File: src/common/pac_defs.svh
`ifndef PAC_DEFS_SVH
`define PAC_DEFS_SVH

// ----------------------------------------------------------------
// Register indices; byte address is four times the index
// ----------------------------------------------------------------
`define PAC_IDX_EN           6'h08
`define PAC_IDX_CP           6'h09
`define PAC_IDX_CAL          6'h0A
`define PAC_IDX_OUT          6'h0F
`define PAC_ADDR_EN          ({`PAC_IDX_EN, 2'b00})
`define PAC_ADDR_CP          ({`PAC_IDX_CP, 2'b00})
`define PAC_ADDR_CAL         ({`PAC_IDX_CAL, 2'b00})
`define PAC_ADDR_OUT         ({`PAC_IDX_OUT, 2'b00})

// ----------------------------------------------------------------
// Reset values
// ----------------------------------------------------------------
`define PAC_RST_EN           24'hC1BEFF
`define PAC_RST_CP           24'h403264
`define PAC_RST_CAL          24'h002205
`define PAC_RST_OUT          24'h000001

// ----------------------------------------------------------------
// Field positions
// ----------------------------------------------------------------
`define PAC_EN_PAD_BIT       5
`define PAC_EN_BIAS_BIT      10
`define PAC_EN_HFREF_BIT     21
`define PAC_CP_SINK_LSB      0
`define PAC_CP_SOURCE_LSB    7
`define PAC_CP_OFFSET_LSB    14
`define PAC_CP_OFS_UP_BIT    21
`define PAC_CP_OFS_DN_BIT    22
`define PAC_CAL_RES_LSB      0
`define PAC_CAL_DISABLE_BIT  11
`define PAC_CAL_NOXFER_BIT   12
`define PAC_CAL_CLKSEL_LSB   13
`define PAC_OUT_SEL_LSB      0
`define PAC_OUT_DATA_BIT     5
`define PAC_OUT_ALWAYS_BIT   7

// ----------------------------------------------------------------
// Current steps and source codes
// ----------------------------------------------------------------
`define PAC_GAIN_STEP_UA     12'd20
`define PAC_OFFSET_STEP_UA   10'd5
`define PAC_SRC_REGDATA      5'h00
`define PAC_SRC_LOCK         5'h01

`endif

File: src/common/pac_pkg.sv
`default_nettype none
package pac_pkg;
  // Calibration clock divider select
  typedef enum logic [1:0] {
    PAC_DIV1  = 2'h0,
    PAC_DIV4  = 2'h1,
    PAC_DIV16 = 2'h2,
    PAC_DIV32 = 2'h3
  } pac_clkdiv_t;
  typedef logic [23:0] pac_reg_t;
endpackage
`default_nettype wire

File: src/common/pac_cal_if.sv
`default_nettype none
// Link between register core and calibration timer
interface pac_cal_if;
  logic       ref_tick;
  logic [1:0] clk_sel;
  logic [2:0] resolution;
  logic       fsm_tick;
  logic       interval_done;
  modport timer (input ref_tick, input clk_sel, input resolution,
                 output fsm_tick, output interval_done);
  modport core (output ref_tick, output clk_sel, output resolution,
                input fsm_tick, input interval_done);
endinterface
`default_nettype wire

File: src/rtl/pac_regs.sv
`include "pac_defs.svh"
`default_nettype none
// How it works
// - pad enable clear turns shared pin off
// - pad enable plus always-drive drives pin continuously
// - without always-drive, release pin for foreign address
// - bias enable bit, reset one
// - sink gain 20 uA per code, reset 100
// - source gain 20 uA per code, reset 100
// - offset 5 uA per code, reset zero
// - transfer block suppresses oscillator link starts
// - calibration clock divides reference by 1/4/16/32
// - enabled pin carries matched read data, else selected source, lock default
module pac_regs
  import pac_pkg::*;
(
  // Clock and reset
  input  wire logic        pclk,
  input  wire logic        presetn,
  // APB slave
  input  wire logic        psel,
  input  wire logic        penable,
  input  wire logic        pwrite,
  input  wire logic [7:0]  paddr,
  input  wire logic [31:0] pwdata,
  output var  logic [31:0] prdata,
  output var  logic        pready,
  output var  logic        pslverr,
  // Asynchronous pins
  input  wire logic        crystal_reference,
  input  wire logic        lock_detect,
  // Same-clock serial port status
  input  wire logic        serial_active,
  input  wire logic        serial_addr_match,
  input  wire logic        serial_read_out,
  input  wire logic        osc_reg_write,
  input  wire logic [31:0] status_sources,
  // Shared status pin
  output var  logic        shared_status_pin_o,
  output var  logic        shared_status_pin_oe,
  // Analog controls
  output var  logic        bias_enable,
  output var  logic        high_freq_reference,
  output var  logic [6:0]  pump_sink_gain,
  output var  logic [6:0]  pump_source_gain,
  output var  logic [6:0]  pump_offset_mag,
  output var  logic        pump_offset_up_en,
  output var  logic        pump_offset_dn_en,
  output var  logic [11:0] pump_sink_ua,
  output var  logic [11:0] pump_source_ua,
  output var  logic [9:0]  pump_offset_ua,
  // Calibration controls
  output var  logic        cal_disable,
  output var  logic [2:0]  tuning_measure_interval,
  output var  logic        oscillator_serial_link_start,
  output var  logic        cal_fsm_tick,
  output var  logic        cal_interval_done
);

  // ----------------------------------------------------------------
  // Register storage
  // ----------------------------------------------------------------
  pac_reg_t    en_reg;
  pac_reg_t    cp_reg;
  pac_reg_t    cal_reg;
  pac_reg_t    out_reg;
  pac_reg_t    next_en_reg;
  pac_reg_t    next_cp_reg;
  pac_reg_t    next_cal_reg;
  pac_reg_t    next_out_reg;
  logic [31:0] next_prdata;
  logic        next_pslverr;
  logic        wr_en;
  logic        setup;
  logic        hit;
  logic [23:0] rd_word;

  assign setup  = psel && !penable;
  assign wr_en  = psel && penable && pwrite;
  assign pready = 1'b1; // Zero-wait slave

  // Address decode and read mux
  always_comb begin
    hit     = 1'b1;
    rd_word = 24'h000000;
    unique case (paddr)
      `PAC_ADDR_EN:  rd_word = en_reg;
      `PAC_ADDR_CP:  rd_word = cp_reg;
      `PAC_ADDR_CAL: rd_word = cal_reg;
      `PAC_ADDR_OUT: rd_word = out_reg;
      default:       hit     = 1'b0;
    endcase
  end

  // Next register values; every bit, reserved ones too, is writable
  always_comb begin
    next_en_reg  = en_reg;
    next_cp_reg  = cp_reg;
    next_cal_reg = cal_reg;
    next_out_reg = out_reg;
    if (wr_en) begin
      unique case (paddr)
        `PAC_ADDR_EN:  next_en_reg  = pwdata[23:0];
        `PAC_ADDR_CP:  next_cp_reg  = pwdata[23:0];
        `PAC_ADDR_CAL: next_cal_reg = pwdata[23:0];
        `PAC_ADDR_OUT: next_out_reg = pwdata[23:0];
        default:       next_en_reg  = en_reg;
      endcase
    end
    // Read data and error are caught in setup so they come from flops
    next_prdata  = prdata;
    next_pslverr = pslverr;
    if (setup) begin
      next_prdata  = {8'h00, rd_word};
      next_pslverr = !hit;
    end
  end

  // Register file flops
  always_ff @(posedge pclk or negedge presetn) begin
    if (!presetn) begin
      en_reg  <= `PAC_RST_EN;
      cp_reg  <= `PAC_RST_CP;
      cal_reg <= `PAC_RST_CAL;
      out_reg <= `PAC_RST_OUT;
      prdata  <= 32'h00000000;
      pslverr <= 1'b0;
    end else begin
      en_reg  <= next_en_reg;
      cp_reg  <= next_cp_reg;
      cal_reg <= next_cal_reg;
      out_reg <= next_out_reg;
      prdata  <= next_prdata;
      pslverr <= next_pslverr;
    end
  end

  // ----------------------------------------------------------------
  // Pin synchronisers
  // ----------------------------------------------------------------
  logic [1:0] ref_sync;
  logic [1:0] lock_sync;
  logic       ref_prev;
  logic [1:0] next_ref_sync;
  logic [1:0] next_lock_sync;
  logic       next_ref_prev;

  // Two stages each; the reference must run below half of pclk
  always_comb begin
    next_ref_sync  = {ref_sync[0], crystal_reference};
    next_lock_sync = {lock_sync[0], lock_detect};
    next_ref_prev  = ref_sync[1];
  end

  always_ff @(posedge pclk or negedge presetn) begin
    if (!presetn) begin
      ref_sync  <= 2'b00;
      lock_sync <= 2'b00;
      ref_prev  <= 1'b0;
    end else begin
      ref_sync  <= next_ref_sync;
      lock_sync <= next_lock_sync;
      ref_prev  <= next_ref_prev;
    end
  end

  // ----------------------------------------------------------------
  // Shared status pin
  // ----------------------------------------------------------------
  logic       pad_en;
  logic       always_drive;
  logic [4:0] src_sel;
  logic       src_bit;
  logic       next_pin_o;
  logic       next_pin_oe;

  assign pad_en       = en_reg[`PAC_EN_PAD_BIT];
  assign always_drive = out_reg[`PAC_OUT_ALWAYS_BIT];
  assign src_sel      = out_reg[`PAC_OUT_SEL_LSB +: 5];

  // Source select, then drive decision
  always_comb begin
    unique case (src_sel)
      `PAC_SRC_REGDATA: src_bit = out_reg[`PAC_OUT_DATA_BIT];
      `PAC_SRC_LOCK:    src_bit = lock_sync[1];
      default:          src_bit = status_sources[src_sel];
    endcase
    // A matched read owns the pin; otherwise the chosen source shows
    next_pin_o  = (serial_active && serial_addr_match) ? serial_read_out : src_bit;
    next_pin_oe = 1'b0;
    if (pad_en) begin
      if (always_drive) begin
        next_pin_oe = 1'b1;
      end else begin
        next_pin_oe = !(serial_active && !serial_addr_match);
      end
    end
  end

  always_ff @(posedge pclk or negedge presetn) begin
    if (!presetn) begin
      shared_status_pin_o  <= 1'b0;
      shared_status_pin_oe <= 1'b0;
    end else begin
      shared_status_pin_o  <= next_pin_o;
      shared_status_pin_oe <= next_pin_oe;
    end
  end

  // ----------------------------------------------------------------
  // Analog field outputs
  // ----------------------------------------------------------------
  logic        next_start;
  logic [11:0] next_sink_ua;
  logic [11:0] next_source_ua;
  logic [9:0]  next_offset_ua;

  // Field decode and scaled current readouts
  always_comb begin
    bias_enable             = en_reg[`PAC_EN_BIAS_BIT];
    high_freq_reference     = en_reg[`PAC_EN_HFREF_BIT];
    pump_sink_gain          = cp_reg[`PAC_CP_SINK_LSB +: 7];
    pump_source_gain        = cp_reg[`PAC_CP_SOURCE_LSB +: 7];
    pump_offset_mag         = cp_reg[`PAC_CP_OFFSET_LSB +: 7];
    pump_offset_up_en       = cp_reg[`PAC_CP_OFS_UP_BIT];
    pump_offset_dn_en       = cp_reg[`PAC_CP_OFS_DN_BIT];
    cal_disable             = cal_reg[`PAC_CAL_DISABLE_BIT];
    tuning_measure_interval = cal_reg[`PAC_CAL_RES_LSB +: 3];
    next_sink_ua   = {5'h00, next_cp_reg[`PAC_CP_SINK_LSB +: 7]} * `PAC_GAIN_STEP_UA;
    next_source_ua = {5'h00, next_cp_reg[`PAC_CP_SOURCE_LSB +: 7]} * `PAC_GAIN_STEP_UA;
    next_offset_ua = {3'h0, next_cp_reg[`PAC_CP_OFFSET_LSB +: 7]} * `PAC_OFFSET_STEP_UA;
    next_start     = osc_reg_write && !cal_reg[`PAC_CAL_NOXFER_BIT];
  end

  // Currents track the register in the same cycle it updates
  always_ff @(posedge pclk or negedge presetn) begin
    if (!presetn) begin
      pump_sink_ua                 <= 12'h7D0;
      pump_source_ua               <= 12'h7D0;
      pump_offset_ua               <= 10'h000;
      oscillator_serial_link_start <= 1'b0;
    end else begin
      pump_sink_ua                 <= next_sink_ua;
      pump_source_ua               <= next_source_ua;
      pump_offset_ua               <= next_offset_ua;
      oscillator_serial_link_start <= next_start;
    end
  end

  // ----------------------------------------------------------------
  // Calibration timer
  // ----------------------------------------------------------------
  pac_cal_if cal_link ();

  assign cal_link.ref_tick   = ref_sync[1] && !ref_prev;
  assign cal_link.clk_sel    = cal_reg[`PAC_CAL_CLKSEL_LSB +: 2];
  assign cal_link.resolution = cal_reg[`PAC_CAL_RES_LSB +: 3];
  assign cal_fsm_tick        = cal_link.fsm_tick;
  assign cal_interval_done   = cal_link.interval_done;

  pac_cal_timer u_timer (
    .pclk    (pclk),
    .presetn (presetn),
    .cal     (cal_link.timer)
  );
endmodule
`default_nettype wire

File: src/rtl/pac_cal_timer.sv
`include "pac_defs.svh"
`default_nettype none
module pac_cal_timer
  import pac_pkg::*;
(
  // Clock and reset
  input  wire logic pclk,
  input  wire logic presetn,
  // Link to register core
  pac_cal_if.timer  cal
);

  logic [4:0] div_cnt;
  logic [4:0] next_div_cnt;
  logic [7:0] ivl_cnt;
  logic [7:0] next_ivl_cnt;
  logic       next_fsm_tick;
  logic       next_interval_done;
  logic [4:0] div_limit;
  logic [7:0] ivl_limit;
  logic       fsm_tick_q;
  logic       done_q;

  // Divider terminal count per select code
  always_comb begin
    unique case (pac_clkdiv_t'(cal.clk_sel))
      PAC_DIV1:  div_limit = 5'h00;
      PAC_DIV4:  div_limit = 5'h03;
      PAC_DIV16: div_limit = 5'h0F;
      PAC_DIV32: div_limit = 5'h1F;
    endcase
    // Code 7 is 256 cycles, not 128; the shift alone would fall short
    if (cal.resolution == 3'h7) begin
      ivl_limit = 8'hFF;
    end else begin
      ivl_limit = 8'((9'h001 << cal.resolution) - 9'h001);
    end
  end

  // Both counters advance only on reference edges
  always_comb begin
    next_div_cnt       = div_cnt;
    next_ivl_cnt       = ivl_cnt;
    next_fsm_tick      = 1'b0;
    next_interval_done = 1'b0;
    if (cal.ref_tick) begin
      // A select change mid-count lands safely: >= restarts the count
      if (div_cnt >= div_limit) begin
        next_div_cnt  = 5'h00;
        next_fsm_tick = 1'b1;
      end else begin
        next_div_cnt = div_cnt + 5'h01;
      end
      if (ivl_cnt >= ivl_limit) begin
        next_ivl_cnt       = 8'h00;
        next_interval_done = 1'b1;
      end else begin
        next_ivl_cnt = ivl_cnt + 8'h01;
      end
    end
  end

  // Counter and tick registers
  always_ff @(posedge pclk or negedge presetn) begin
    if (!presetn) begin
      div_cnt    <= 5'h00;
      ivl_cnt    <= 8'h00;
      fsm_tick_q <= 1'b0;
      done_q     <= 1'b0;
    end else begin
      div_cnt    <= next_div_cnt;
      ivl_cnt    <= next_ivl_cnt;
      fsm_tick_q <= next_fsm_tick;
      done_q     <= next_interval_done;
    end
  end

  assign cal.fsm_tick      = fsm_tick_q;
  assign cal.interval_done = done_q;
endmodule
`default_nettype wire

File: config.mk
export PLATFORM = sky130hd
export DESIGN_NAME = pac_regs
export DESIGN_NICKNAME = d
export VERILOG_FILES = /design/src/common/pac_pkg.sv /design/src/common/pac_cal_if.sv /design/src/rtl/pac_regs.sv /design/src/rtl/pac_cal_timer.sv
export VERILOG_INCLUDE_DIRS = /design/src /design/src/common
export SDC_FILE = /design/constraint.sdc
export NUM_CORES = 1
export LEC_CHECK = 0
export BUFFER_PORTS_ARGS = -buffer_cell sky130_fd_sc_hd__buf_2
export CORE_ASPECT_RATIO = 0.9
export CORE_MARGIN = 5
export CORE_UTILIZATION = 40
export CTS_BUF_LIST = sky130_fd_sc_hd__clkbuf_4
export CTS_CLUSTER_DIAMETER = 40
export DETAILED_ROUTE_END_ITERATION = 8
export HOLD_SLACK_MARGIN = 0.05
export PLACE_DENSITY = 0.59
export SYNTH_ARGS = -nofsm -noshare
export SYNTH_HDL_FRONTEND = slang
export SYNTH_HIERARCHICAL = 1
export SYNTH_SLANG_ARGS = --single-unit
File: constraint.sdc
create_clock -name pclk -period 4 [get_ports pclk]
set_input_delay 0.6 -clock pclk [delete_from_list [all_inputs] [get_ports pclk]]
set_output_delay 0.6 -clock pclk [all_outputs]
set_load 0.005 [all_outputs]
# Word-level counts from Yosys, hierarchy flattened
# Cells that the tools add are included.
classes:
  add_sub_neg: 3
  multipliers: 3
  div_mod_pow: 0
  order_cmp: 3
  eq_ne: 9
  shift: 1
  mux: 18
  bitwise: 0
  reduce_logical: 20
op_table:
  columns: ["op", "count"]
  rows:
  - ["one-hot mux 24 bit (4 select lines)", 1]
  - ["2-to-1 mux 21 bit", 2]
  - ["== test 8 x 6 -> 1 bit (second input constant)", 4]
  - ["multiplier 7 x 3 -> 10 bit (second input constant)", 3]
  - ["one-hot mux 5 bit (4 select lines)", 1]
  - ["2-to-1 mux 8 bit", 2]
  - ["2-to-1 mux 1 bit", 9]
  - ["adder 8 x 1 -> 8 bit (second input constant)", 1]
  - ["greater-or-equal comparator 8 bit", 1]
  - ["AND reduction 2 bit", 4]
  - ["left shift 1 x 3 -> 8 bit (first input constant)", 1]
  - ["subtractor 8 x 1 -> 8 bit (second input constant)", 1]
  - ["logical AND 1 bit", 7]
  - ["logical NOT 1 bit", 6]
  - ["less-than comparator 5 x 6 -> 1 bit (second input constant)", 1]
  - ["adder 5 x 1 -> 5 bit (second input constant)", 1]
  - ["binary-select mux 1 bit (select 5 bit)", 1]
  - ["== test 5 x 1 -> 1 bit (second input constant)", 1]
  - ["greater-or-equal comparator 5 bit", 1]
  - ["logical NOT 5 bit", 1]
  - ["2-to-1 mux 5 bit", 1]
  - ["== test 2 bit (second input constant)", 2]
  - ["OR reduction 4 bit", 1]
  - ["== test 3 bit (second input constant)", 1]
  - ["other kinds (3)", 3]
totals:
  ff_bits: 174
  latch_bits: 0
  ram_bits: 0
  mem_bits_ro: 0
  output_inout_bits: 102
  elab_cells: 77
  memories: 0

# Logic depth before layout (Yosys ltp)
# Gate-level depths: netlist (run 1).
logic_depth:
  word_depth: 6
  ltp_mapped: 14
  depth_no_buf: 12

# Hierarchy
# The synthesis (run 1) kept the hierarchy.
by_module_without_submodules:
  columns: ["mod", "n_inst", "cells_each", "area_per_inst_um2"]
  rows:
  - ["pac_regs", 1, 607, 7778.7]
  - ["pac_cal_timer", 1, 127, 1138.6]

# Worst setup path before layout (run 1)
# OpenSTA, ideal clock, no wires.
synth_timing:
  path_type: "input port to flip-flop"
  from: "in paddr[4]"
  to: "reg pump_offset_ua[9]"
  setup_time_ns: 0.134
  arrival_time_ns: 3.226
  slack_ns: 0.640
  stages: 14
  path_cell_list: "buf_2 nor3b_2 nand4b_2 buf_1 mux2_2 ha_1 ha_1 inv_1 fa_1 nor2b_1 o21a_1 or3_1 o2111ai_1 o21ai_0"
synth_via:
  elab_chain_cells: 4
synth_rtl:
  columns: ["element", "line", "text"]
  rows:
  - ["start: declaration", "pac_regs.sv:24", "input wire logic [7:0] paddr,"]
  - ["== test 8 x 6 -> 1 bit", "pac_regs.sv:102", "unique case (paddr)"]
  - ["2-to-1 mux 21 bit", "pac_regs.sv:102", null]
  - ["2-to-1 mux 21 bit", "pac_regs.sv:101", "if (wr_en) begin"]
  - ["named net next_cp_reg[17]", "pac_regs.sv:68", "pac_reg_t next_cp_reg;"]
  - ["multiplier 7 x 3 -> 10 bit (no source line)", null, null]
  - ["named net next_offset_ua[9]", "pac_regs.sv:216", "logic [9:0] next_offset_ua;"]
  - ["end signal: assignment", "pac_regs.sv:245", "pump_offset_ua <= next_offset_ua;"]
  - ["end: declaration", "pac_regs.sv:51", "output var logic [9:0] pump_offset_ua,"]
# The timed path passes the listed nets, and every way through them passes these cells.
# A chain may end at the register's enable or synchronous reset.

# Worst setup path after layout (run 1)
layout_timing:
  from: "reg cal_reg[0]"
  to: "reg u_timer.ivl_cnt[3]"
layout_via:
  elab_chain_cells: 5
layout_rtl:
  columns: ["element", "line", "text"]
  rows:
  - ["start: declaration", "pac_regs.sv:65", "pac_reg_t cal_reg;"]
  - ["start signal: assignment", "pac_regs.sv:124", "cal_reg <= `PAC_RST_CAL;"]
  - ["start signal: assignment", "pac_regs.sv:131", "cal_reg <= next_cal_reg;"]
  - ["left shift 1 x 3 -> 8 bit", "pac_cal_timer.sv:36", "ivl_limit = 8'((9'h001 << cal.resolution) - 9'h001);"]
  - ["subtractor 8 x 1 -> 8 bit", "pac_cal_timer.sv:36", null]
  - ["2-to-1 mux 8 bit *", "pac_cal_timer.sv:33", "if (cal.resolution == 3'h7) begin"]
  - ["greater-or-equal comparator 8 bit *", "pac_cal_timer.sv:54", "if (ivl_cnt >= ivl_limit) begin"]
  - ["2-to-1 mux 8 bit *", "pac_cal_timer.sv:54", null]
  - ["end signal: assignment", "pac_cal_timer.sv:72", "ivl_cnt <= next_ivl_cnt;"]
  - ["end: declaration", "pac_cal_timer.sv:15", "logic [7:0] ivl_cnt;"]
# Every way passes the cells marked *; elsewhere a longest branch is shown, timed or not.

==> summary.md, run 1 <==
| Metric | Value |
|---|---|
| Run status | `completed` |
| Worst Path Max Fanout | `8` |
| Finished Cell Area | `10000 sq um` |
| Mapped Area | `8920 sq um` |
| Sequential cell area fraction in the yosys report | `0.477` |
| Area contributors post-synth | `dfrtp_1, mux2_2, dfstp_2` |
| R2R Path End | `u_timer/ivl_cnt[3]` |
| Ys async rst share | `1.00` |
| Min Tclk post-route | `3.18 ns` |
| Total gr overflow | `0` |
| Warnings from Yosys | `6` |
| H-tree levels | `4` |
| Worst r2r path cells | `11` |
| Power per standard cell area | `297 nW/um^2` |
| Port buffer count | `163` |
| Final hold violation count | `0` |
| RSZ-0062 raised after global routing | `false` |
| Gr usage total | `0.173` |
| Cell internal pwr | `2.17 mW` |
| HPWL Detailed | `15500 microns` |
| Max clock buf depth | `2` |
| Reg2reg setup slack | `0.82 ns` |
| Skew final | `0.0247 ns` |
| Sw Ratio | `0.270` |
| Cells resized by post-CTS repair | `0` |
| DRT iter0 DRCs | `347` |
| Multi-input logic area | `4070 sq um` |
| Clock Latency Late Sink | `0.56 ns` |
| Setup-failing EPs final | `0` |
| Post-synth top area cell | `dfrtp_1` |
| Synth Flop Type | `dfrtp_1` |
| Die width | `167 microns` |
| Setup crit end kind | `register` |
| Fraction of layout cells with a size suffix above 1 | `0.431` |
| Most frequent cells in the layout | `buf_2, dfrtp_1, mux2_2` |
| Static leakage | `4.95 nW` |
| CTS root buf | `clkbuf_4` |
| Fillers | `2069` |
| Setup TNS | `0 ns` |
| Hold WC Path Type | `in2async` |
| CP arrival | `3.69 ns` |
| DRC viols | `0` |
| Reg2reg start | `cal_reg[0]` |
| Cts hold-fix bufs | `0` |
| Largest net degree at the start of global routing | `94` |
| Die Ht | `152 microns` |
| Total number of vias | `6140` |
| Nets | `982` |
| Syn Inst Count | `734` |
| CTS tree | `done` |
| Critical Path RT | `4.51 ns` |
| Vias/cell | `5.29` |
| Commonest non-fill, non-tap cell in the layout | `buf_2` |
| Max capacitance violation total | `0` |
| Pins Over Slew Limit | `0` |
| WL/cell | `18.7 microns` |
| Routed WL | `21800 microns` |
| #FFs+latches synth | `168` |
| Tightest Pin Transition | `1.20 ns` |
| Placed cell area | `9760 sq um` |
| Period Utilization, post-route | `0.796` |
| Num Clock Sinks | `168` |
| Register cell area after layout | `4260 sq um` |
| Relative slew slack | `0.199` |
| Number of global-route vias before repair | `6197` |
| Synth cell types | `60` |
| Die area | `25400 sq um` |
| Startpoint Class | `register` |
| Number of synthesized flops with an enable pin | `0` |
| Logic pwr share | `0.086` |
| Final ANT Viol Nets | `0` |
| Pre-antenna DRT Iters | `4` |
| First-pass GRT wire length | `34500 microns` |
| CTS Buf Count | `17` |
| GP Congestion | `0.804` |
| Number of cell rows | `51` |
| Clock share of power | `0.323` |
| Syn Area/Cell | `12.1 sq um` |
| NetSw | `0.803 mW` |
| Starting Density | `0.409` |
| I/O pin count | `185` |
| Worst vdd ir | `0.143 mV` |
| Post-CTS setup buffer count | `0` |
| Kind of critical path | `reg2reg` |
| Sequential power share | `0.591` |
| Top-area cell type share of the netlist area | `0.356` |
| Fmax | `0.314 GHz` |
| Area growth, synth to finish | `12.5%` |
| Initial antenna violation count | `3` |
| Worst-path clk slew | `0.14 ns` |
| Core area | `21800 sq um` |
[Yosys cell counts, types with 6 or more instances]
cell type and n:
a22oi_1 27, clkbuf_1 32, dfstp_2 41, buf_2 6, nand2b_1 8, buf_4 47, a22o_1 48, ha_1 41
inv_1 26, mux4_2 6, mux2i_1 10, nand2_1 25, nor2b_1 9, mux2_2 96, nand3_1 9, a21oi_1 13
xor2_1 8, o2bb2ai_1 24, nor2_1 17, xnor2_1 16, dfrtp_1 127, o21ai_0 14
[cell families after synthesis]
| group | count (synthesis) | synth area share |
|---|---|---|
| and+or+nand+nor | 102 | 0.0679 |
| adders and majority gates | 45 | 0.0655 |
| muxes | 112 | 0.148 |
| buffers and inverters | 116 | 0.0728 |
| DFF | 168 | 0.477 |
| xor gates and xnor gates | 24 | 0.0236 |
| other | 2 | 0.000842 |
| AOI/OAI and AO/OA | 165 | 0.145 |
[worst max-delay path: stages (launching register included)]
cell     delay (ns)
dfstp_2        0.63
inv_1          0.11
or3_1          0.35
ha_1           0.27
mux2_2         0.28
o22ai_1        0.18
ha_1           0.27
a211o_1        0.29
a31oi_1        0.18
o31ai_2        0.16
nor4_1         0.27
a211o_1        0.14
[through the flow]
stage	hold slack (ns)	cells	total power [mW]	util	setup WS [ns]
final	0.0811	1161	2.98	0.460	0.818
after global routing	0.0519	1161	3.14	0.460	0.552
after CTS	0.0789	1159	3.02	0.460	0.791
after detailed placement	0.337	1127	2.05	0.447	0.346
after global placement	0.336	1127	2.05	0.447	0.374
after floorplan	0.304	745	1.93	-	0.640
[worst max path at each step]
stage,from,end,slack [ns]
2_1_floorplan,paddr[4],pump_offset_ua[9],0.64
4_1_cts,cal_reg[0],u_timer/ivl_cnt[3],0.79
5_1_grt,cal_reg[0],u_timer/ivl_cnt[3],0.55
3_5_place_dp,paddr[4],pump_offset_ua[9],0.35
6_report,cal_reg[0],u_timer/ivl_cnt[3],0.82
3_3_place_gp,paddr[4],pump_offset_ua[9],0.37
[metal layers]
layer | track usage | routed length (microns)
met1 | 0.229 | 9820
met2 | 0.284 | 10500
met3 | 0.0521 | 1290
met4 | 0.0373 | 148
met5 | 0 | 13
[power groups by stage]
| stage | clock network (mW) | logic, mW | registers [mW] |
|---|---|---|---|
| after floorplan | 0 | 0.143 | 1.78 |
| after global placement | 0 | 0.257 | 1.79 |
| after detailed placement | 0 | 0.261 | 1.79 |
| after CTS | 1.00 | 0.261 | 1.76 |
| after global routing | 1.09 | 0.285 | 1.76 |
| final | 0.962 | 0.256 | 1.76 |
[layout make-up]
cell class / instances / share of cell area
inverter: 26 / 0.00973
tap: 291 / 0.0363
clock inverter: 12 / 0.0118
multi-input combinational: 461 / 0.406
clock buffer: 20 / 0.0150
sequential: 168 / 0.424
antenna: 2 / 0.000499
timing repair buffer: 181 / 0.0966
Power figures use the tool's default switching activity.
==> run 2: changes to the inputs <==
- PLACE_DENSITY: 0.59 -> 0.62
- clock period: 4 -> 2.6 ns (I/O delays scaled with it)
==> run 2 against run 1 <==
  * The run now ends with negative setup slack left
  * Critical path type unchanged
  * Largest power group unchanged
  * Sequential power up 53%
  * Fmax up 15%
  * Largest cell class is now multi-input combinational cells
  * Clock power up 76%
  * Wire length about the same
==> summary.md, run 2 (synthesis results as in run 1) <==
| Metric | Value |
|---|---|
| CTS tree | `done` |
| Clock Latency Late Sink | `0.55 ns (about the same)` |
| Num Clock Sinks | `168 (unchanged)` |
| Startpoint Class | `register` |
| Relative slew slack | `0.621 (+0.421)` |
| Tightest Pin Transition | `0.569 ns (-0.630 ns)` |
| Gr usage total | `0.171 (-0.00144)` |
| Hold_ws | `0.122 ns (+0.0404 ns)` |
| Hold Crit Depth | `3` |
| Reg2reg setup slack | `-0.16 ns (-0.98 ns)` |
| Hold WC Path Type | `in2reg` |
| Die area | `25400 sq um (unchanged)` |
| Core area | `21800 sq um (unchanged)` |
| RSZ-0062 raised after global routing | `true` |
| Total gr overflow | `0 (unchanged)` |
| WL met3 | `1170 microns (-9.5%)` |
| Skew final | `0.0199 ns (-0.00483 ns)` |
| Nets | `1038 (+5.7%)` |
| Commonest non-fill, non-tap cell in the layout | `buf_2` |
| Fmax | `0.362 GHz (+15%)` |
| Fraction of layout cells with a size suffix above 1 | `0.492 (+0.0615)` |
| CTS Buf Count | `17 (unchanged)` |
| Worst r2r path cells | `11 (unchanged)` |
| Pins Over Slew Limit | `0 (unchanged)` |
| HPWL Detailed | `15700 microns (+1.1%)` |
| CTS root buf | `clkbuf_4` |
| Final ANT Viol Nets | `0 (unchanged)` |
| First-pass GRT wire length | `34800 microns (+0.92%)` |
| Max clock buf depth | `2 (unchanged)` |
| Failing checks | `negative setup slack` |
| Static leakage | `5.30 nW (+7.2%)` |
| Number of global-route vias before repair | `6427 (+3.7%)` |
| WL/cell | `17.9 microns (-4.5%)` |
| Setup crit end kind | `register` |
| Run status | `complete, but fails checks` |
| Max capacitance violation total | `0 (unchanged)` |
| Max Used Layer | `met4` |
| Die width | `167 microns (unchanged)` |
| Worst-path clk slew | `0.14 ns (about the same)` |
| Initial antenna violation count | `0 (-3)` |
| Port buffer count | `163 (unchanged)` |
| Metal-1 WL | `10200 microns (+3.9%)` |
| Final Util | `0.498 (+0.0378)` |
| Worst vdd ir | `0.242 mV (+69%)` |
| I/O pin count | `185 (unchanged)` |
| Routed WL | `21800 microns (about the same)` |
| H-tree levels | `4 (unchanged)` |
| Vias/cell | `5.20 (-1.7%)` |
| Worst Path Max Fanout | `7 (-1)` |
| Largest net degree at the start of global routing | `60 (-36%)` |
| DRT iter0 DRCs | `330 (-4.9%)` |
| Die Ht | `152 microns (unchanged)` |
| Starting Density | `0.409 (unchanged)` |
| Routed met2 length | `10200 microns (-3.1%)` |
| DRC viols | `0 (unchanged)` |
| Period Utilization, post-route | `1.06 (+0.267)` |
| Number of cell rows | `51 (unchanged)` |
| CP arrival | `3.26 ns (-0.43 ns)` |
| Pre-antenna DRT Iters | `5 (+1)` |
| Pre-CTS setup slack | `-0.517 ns (-0.863 ns)` |
| Area growth, synth to finish | `21.8%` |
| Total number of vias | `6314 (+2.8%)` |
| Power per standard cell area | `447 nW/um^2 (+51%)` |
| Most frequent cells in the layout | `buf_2, dfrtp_1, mux2_2` |
| Min Tclk post-route | `2.76 ns (-0.419 ns)` |
| Kind of critical path | `reg2reg` |
| Critical Path RT | `3.09 ns (-1.42 ns)` |
| Fin worst setup slack | `-0.163 ns (-0.981 ns)` |
| Setup-failing EPs final | `9 (+9)` |
| Final hold violation count | `0 (unchanged)` |
| GP Congestion | `0.778 (-3.3%)` |
| ANT cells | `0 (-2)` |
## run 2: repair_timing
action / 4_1_cts / 5_1_grt
endpoints found under the hold margin: 49 / 2
resized for setup: 5 / 9
hold buffers: 5 / 1
pin swaps: 5 / 14
setup endpoints to repair: 9 / 10
buffers inserted: 3 / 0
gates cloned: 0 / 1
## run 2: per-layer routing
layer | up-vias | GRT usage
met5 | - | 0
met4 | 0 | 0.0345
met3 | 17 | 0.0444
met2 | 160 | 0.275
met1 | 3173 | 0.238
li1 | 2964 | -
## run 2: through the flow
| stage | total power [mW] | setup TNS (ns) | cell area [sq um] | instances |
|---|---|---|---|---|
| 2_1_floorplan | 2.98 | -2.44 | 9220 | 745 |
| 3_3_place_gp | 3.19 | -6.26 | 10400 | 1173 |
| 3_5_place_dp | 3.20 | -6.94 | 10400 | 1173 |
| 4_1_cts | 4.91 | -1.41 | 10800 | 1213 |
| 5_1_grt | 5.09 | -2.32 | 10900 | 1215 |
| 6_report | 4.85 | -1.25 | 10900 | 1215 |
## run 2: layout make-up
cell class | instances | area, sq um
Fill cell | 1984 | 11000
Multi-Input combinational cell | 461 | 4340
Sequential cell | 168 | 4260
Timing Repair Buffer | 237 | 1490
Tap cell | 291 | 364
Clock inverter | 14 | 180
Clock buffer | 18 | 135
Inverter | 26 | 97.6
## run 2: final timing paths
kind / startpoint / endpoint
min: serial_addr_match / shared_status_pin_oe
max reg2reg: cal_reg[0] / u_timer/ivl_cnt[5]
min in group asynchronous: presetn / u_timer/cal.interval_done
min reg2reg: lock_sync[0] / lock_sync[1]
max: cal_reg[0] / u_timer/ivl_cnt[5]
max in group asynchronous: presetn / pump_source_ua[4]
## run 2: critical path, cell delays in order, from the launching register on
cell and delay [ns]:
dfstp_2 0.59, inv_2 0.04, or3_4 0.33, ha_4 0.18, mux2_4 0.27, o22ai_2 0.17, ha_1 0.26, a211o_1 0.29
a31oi_4 0.17, o31ai_4 0.12, and2_4 0.20, nor2_1 0.08
## run 2: where the power goes
part           total [mW]  switching, mW  internal [mW]
registers            2.70         0.0305           2.67
clock network        1.69          0.922          0.765
logic               0.462          0.259          0.203
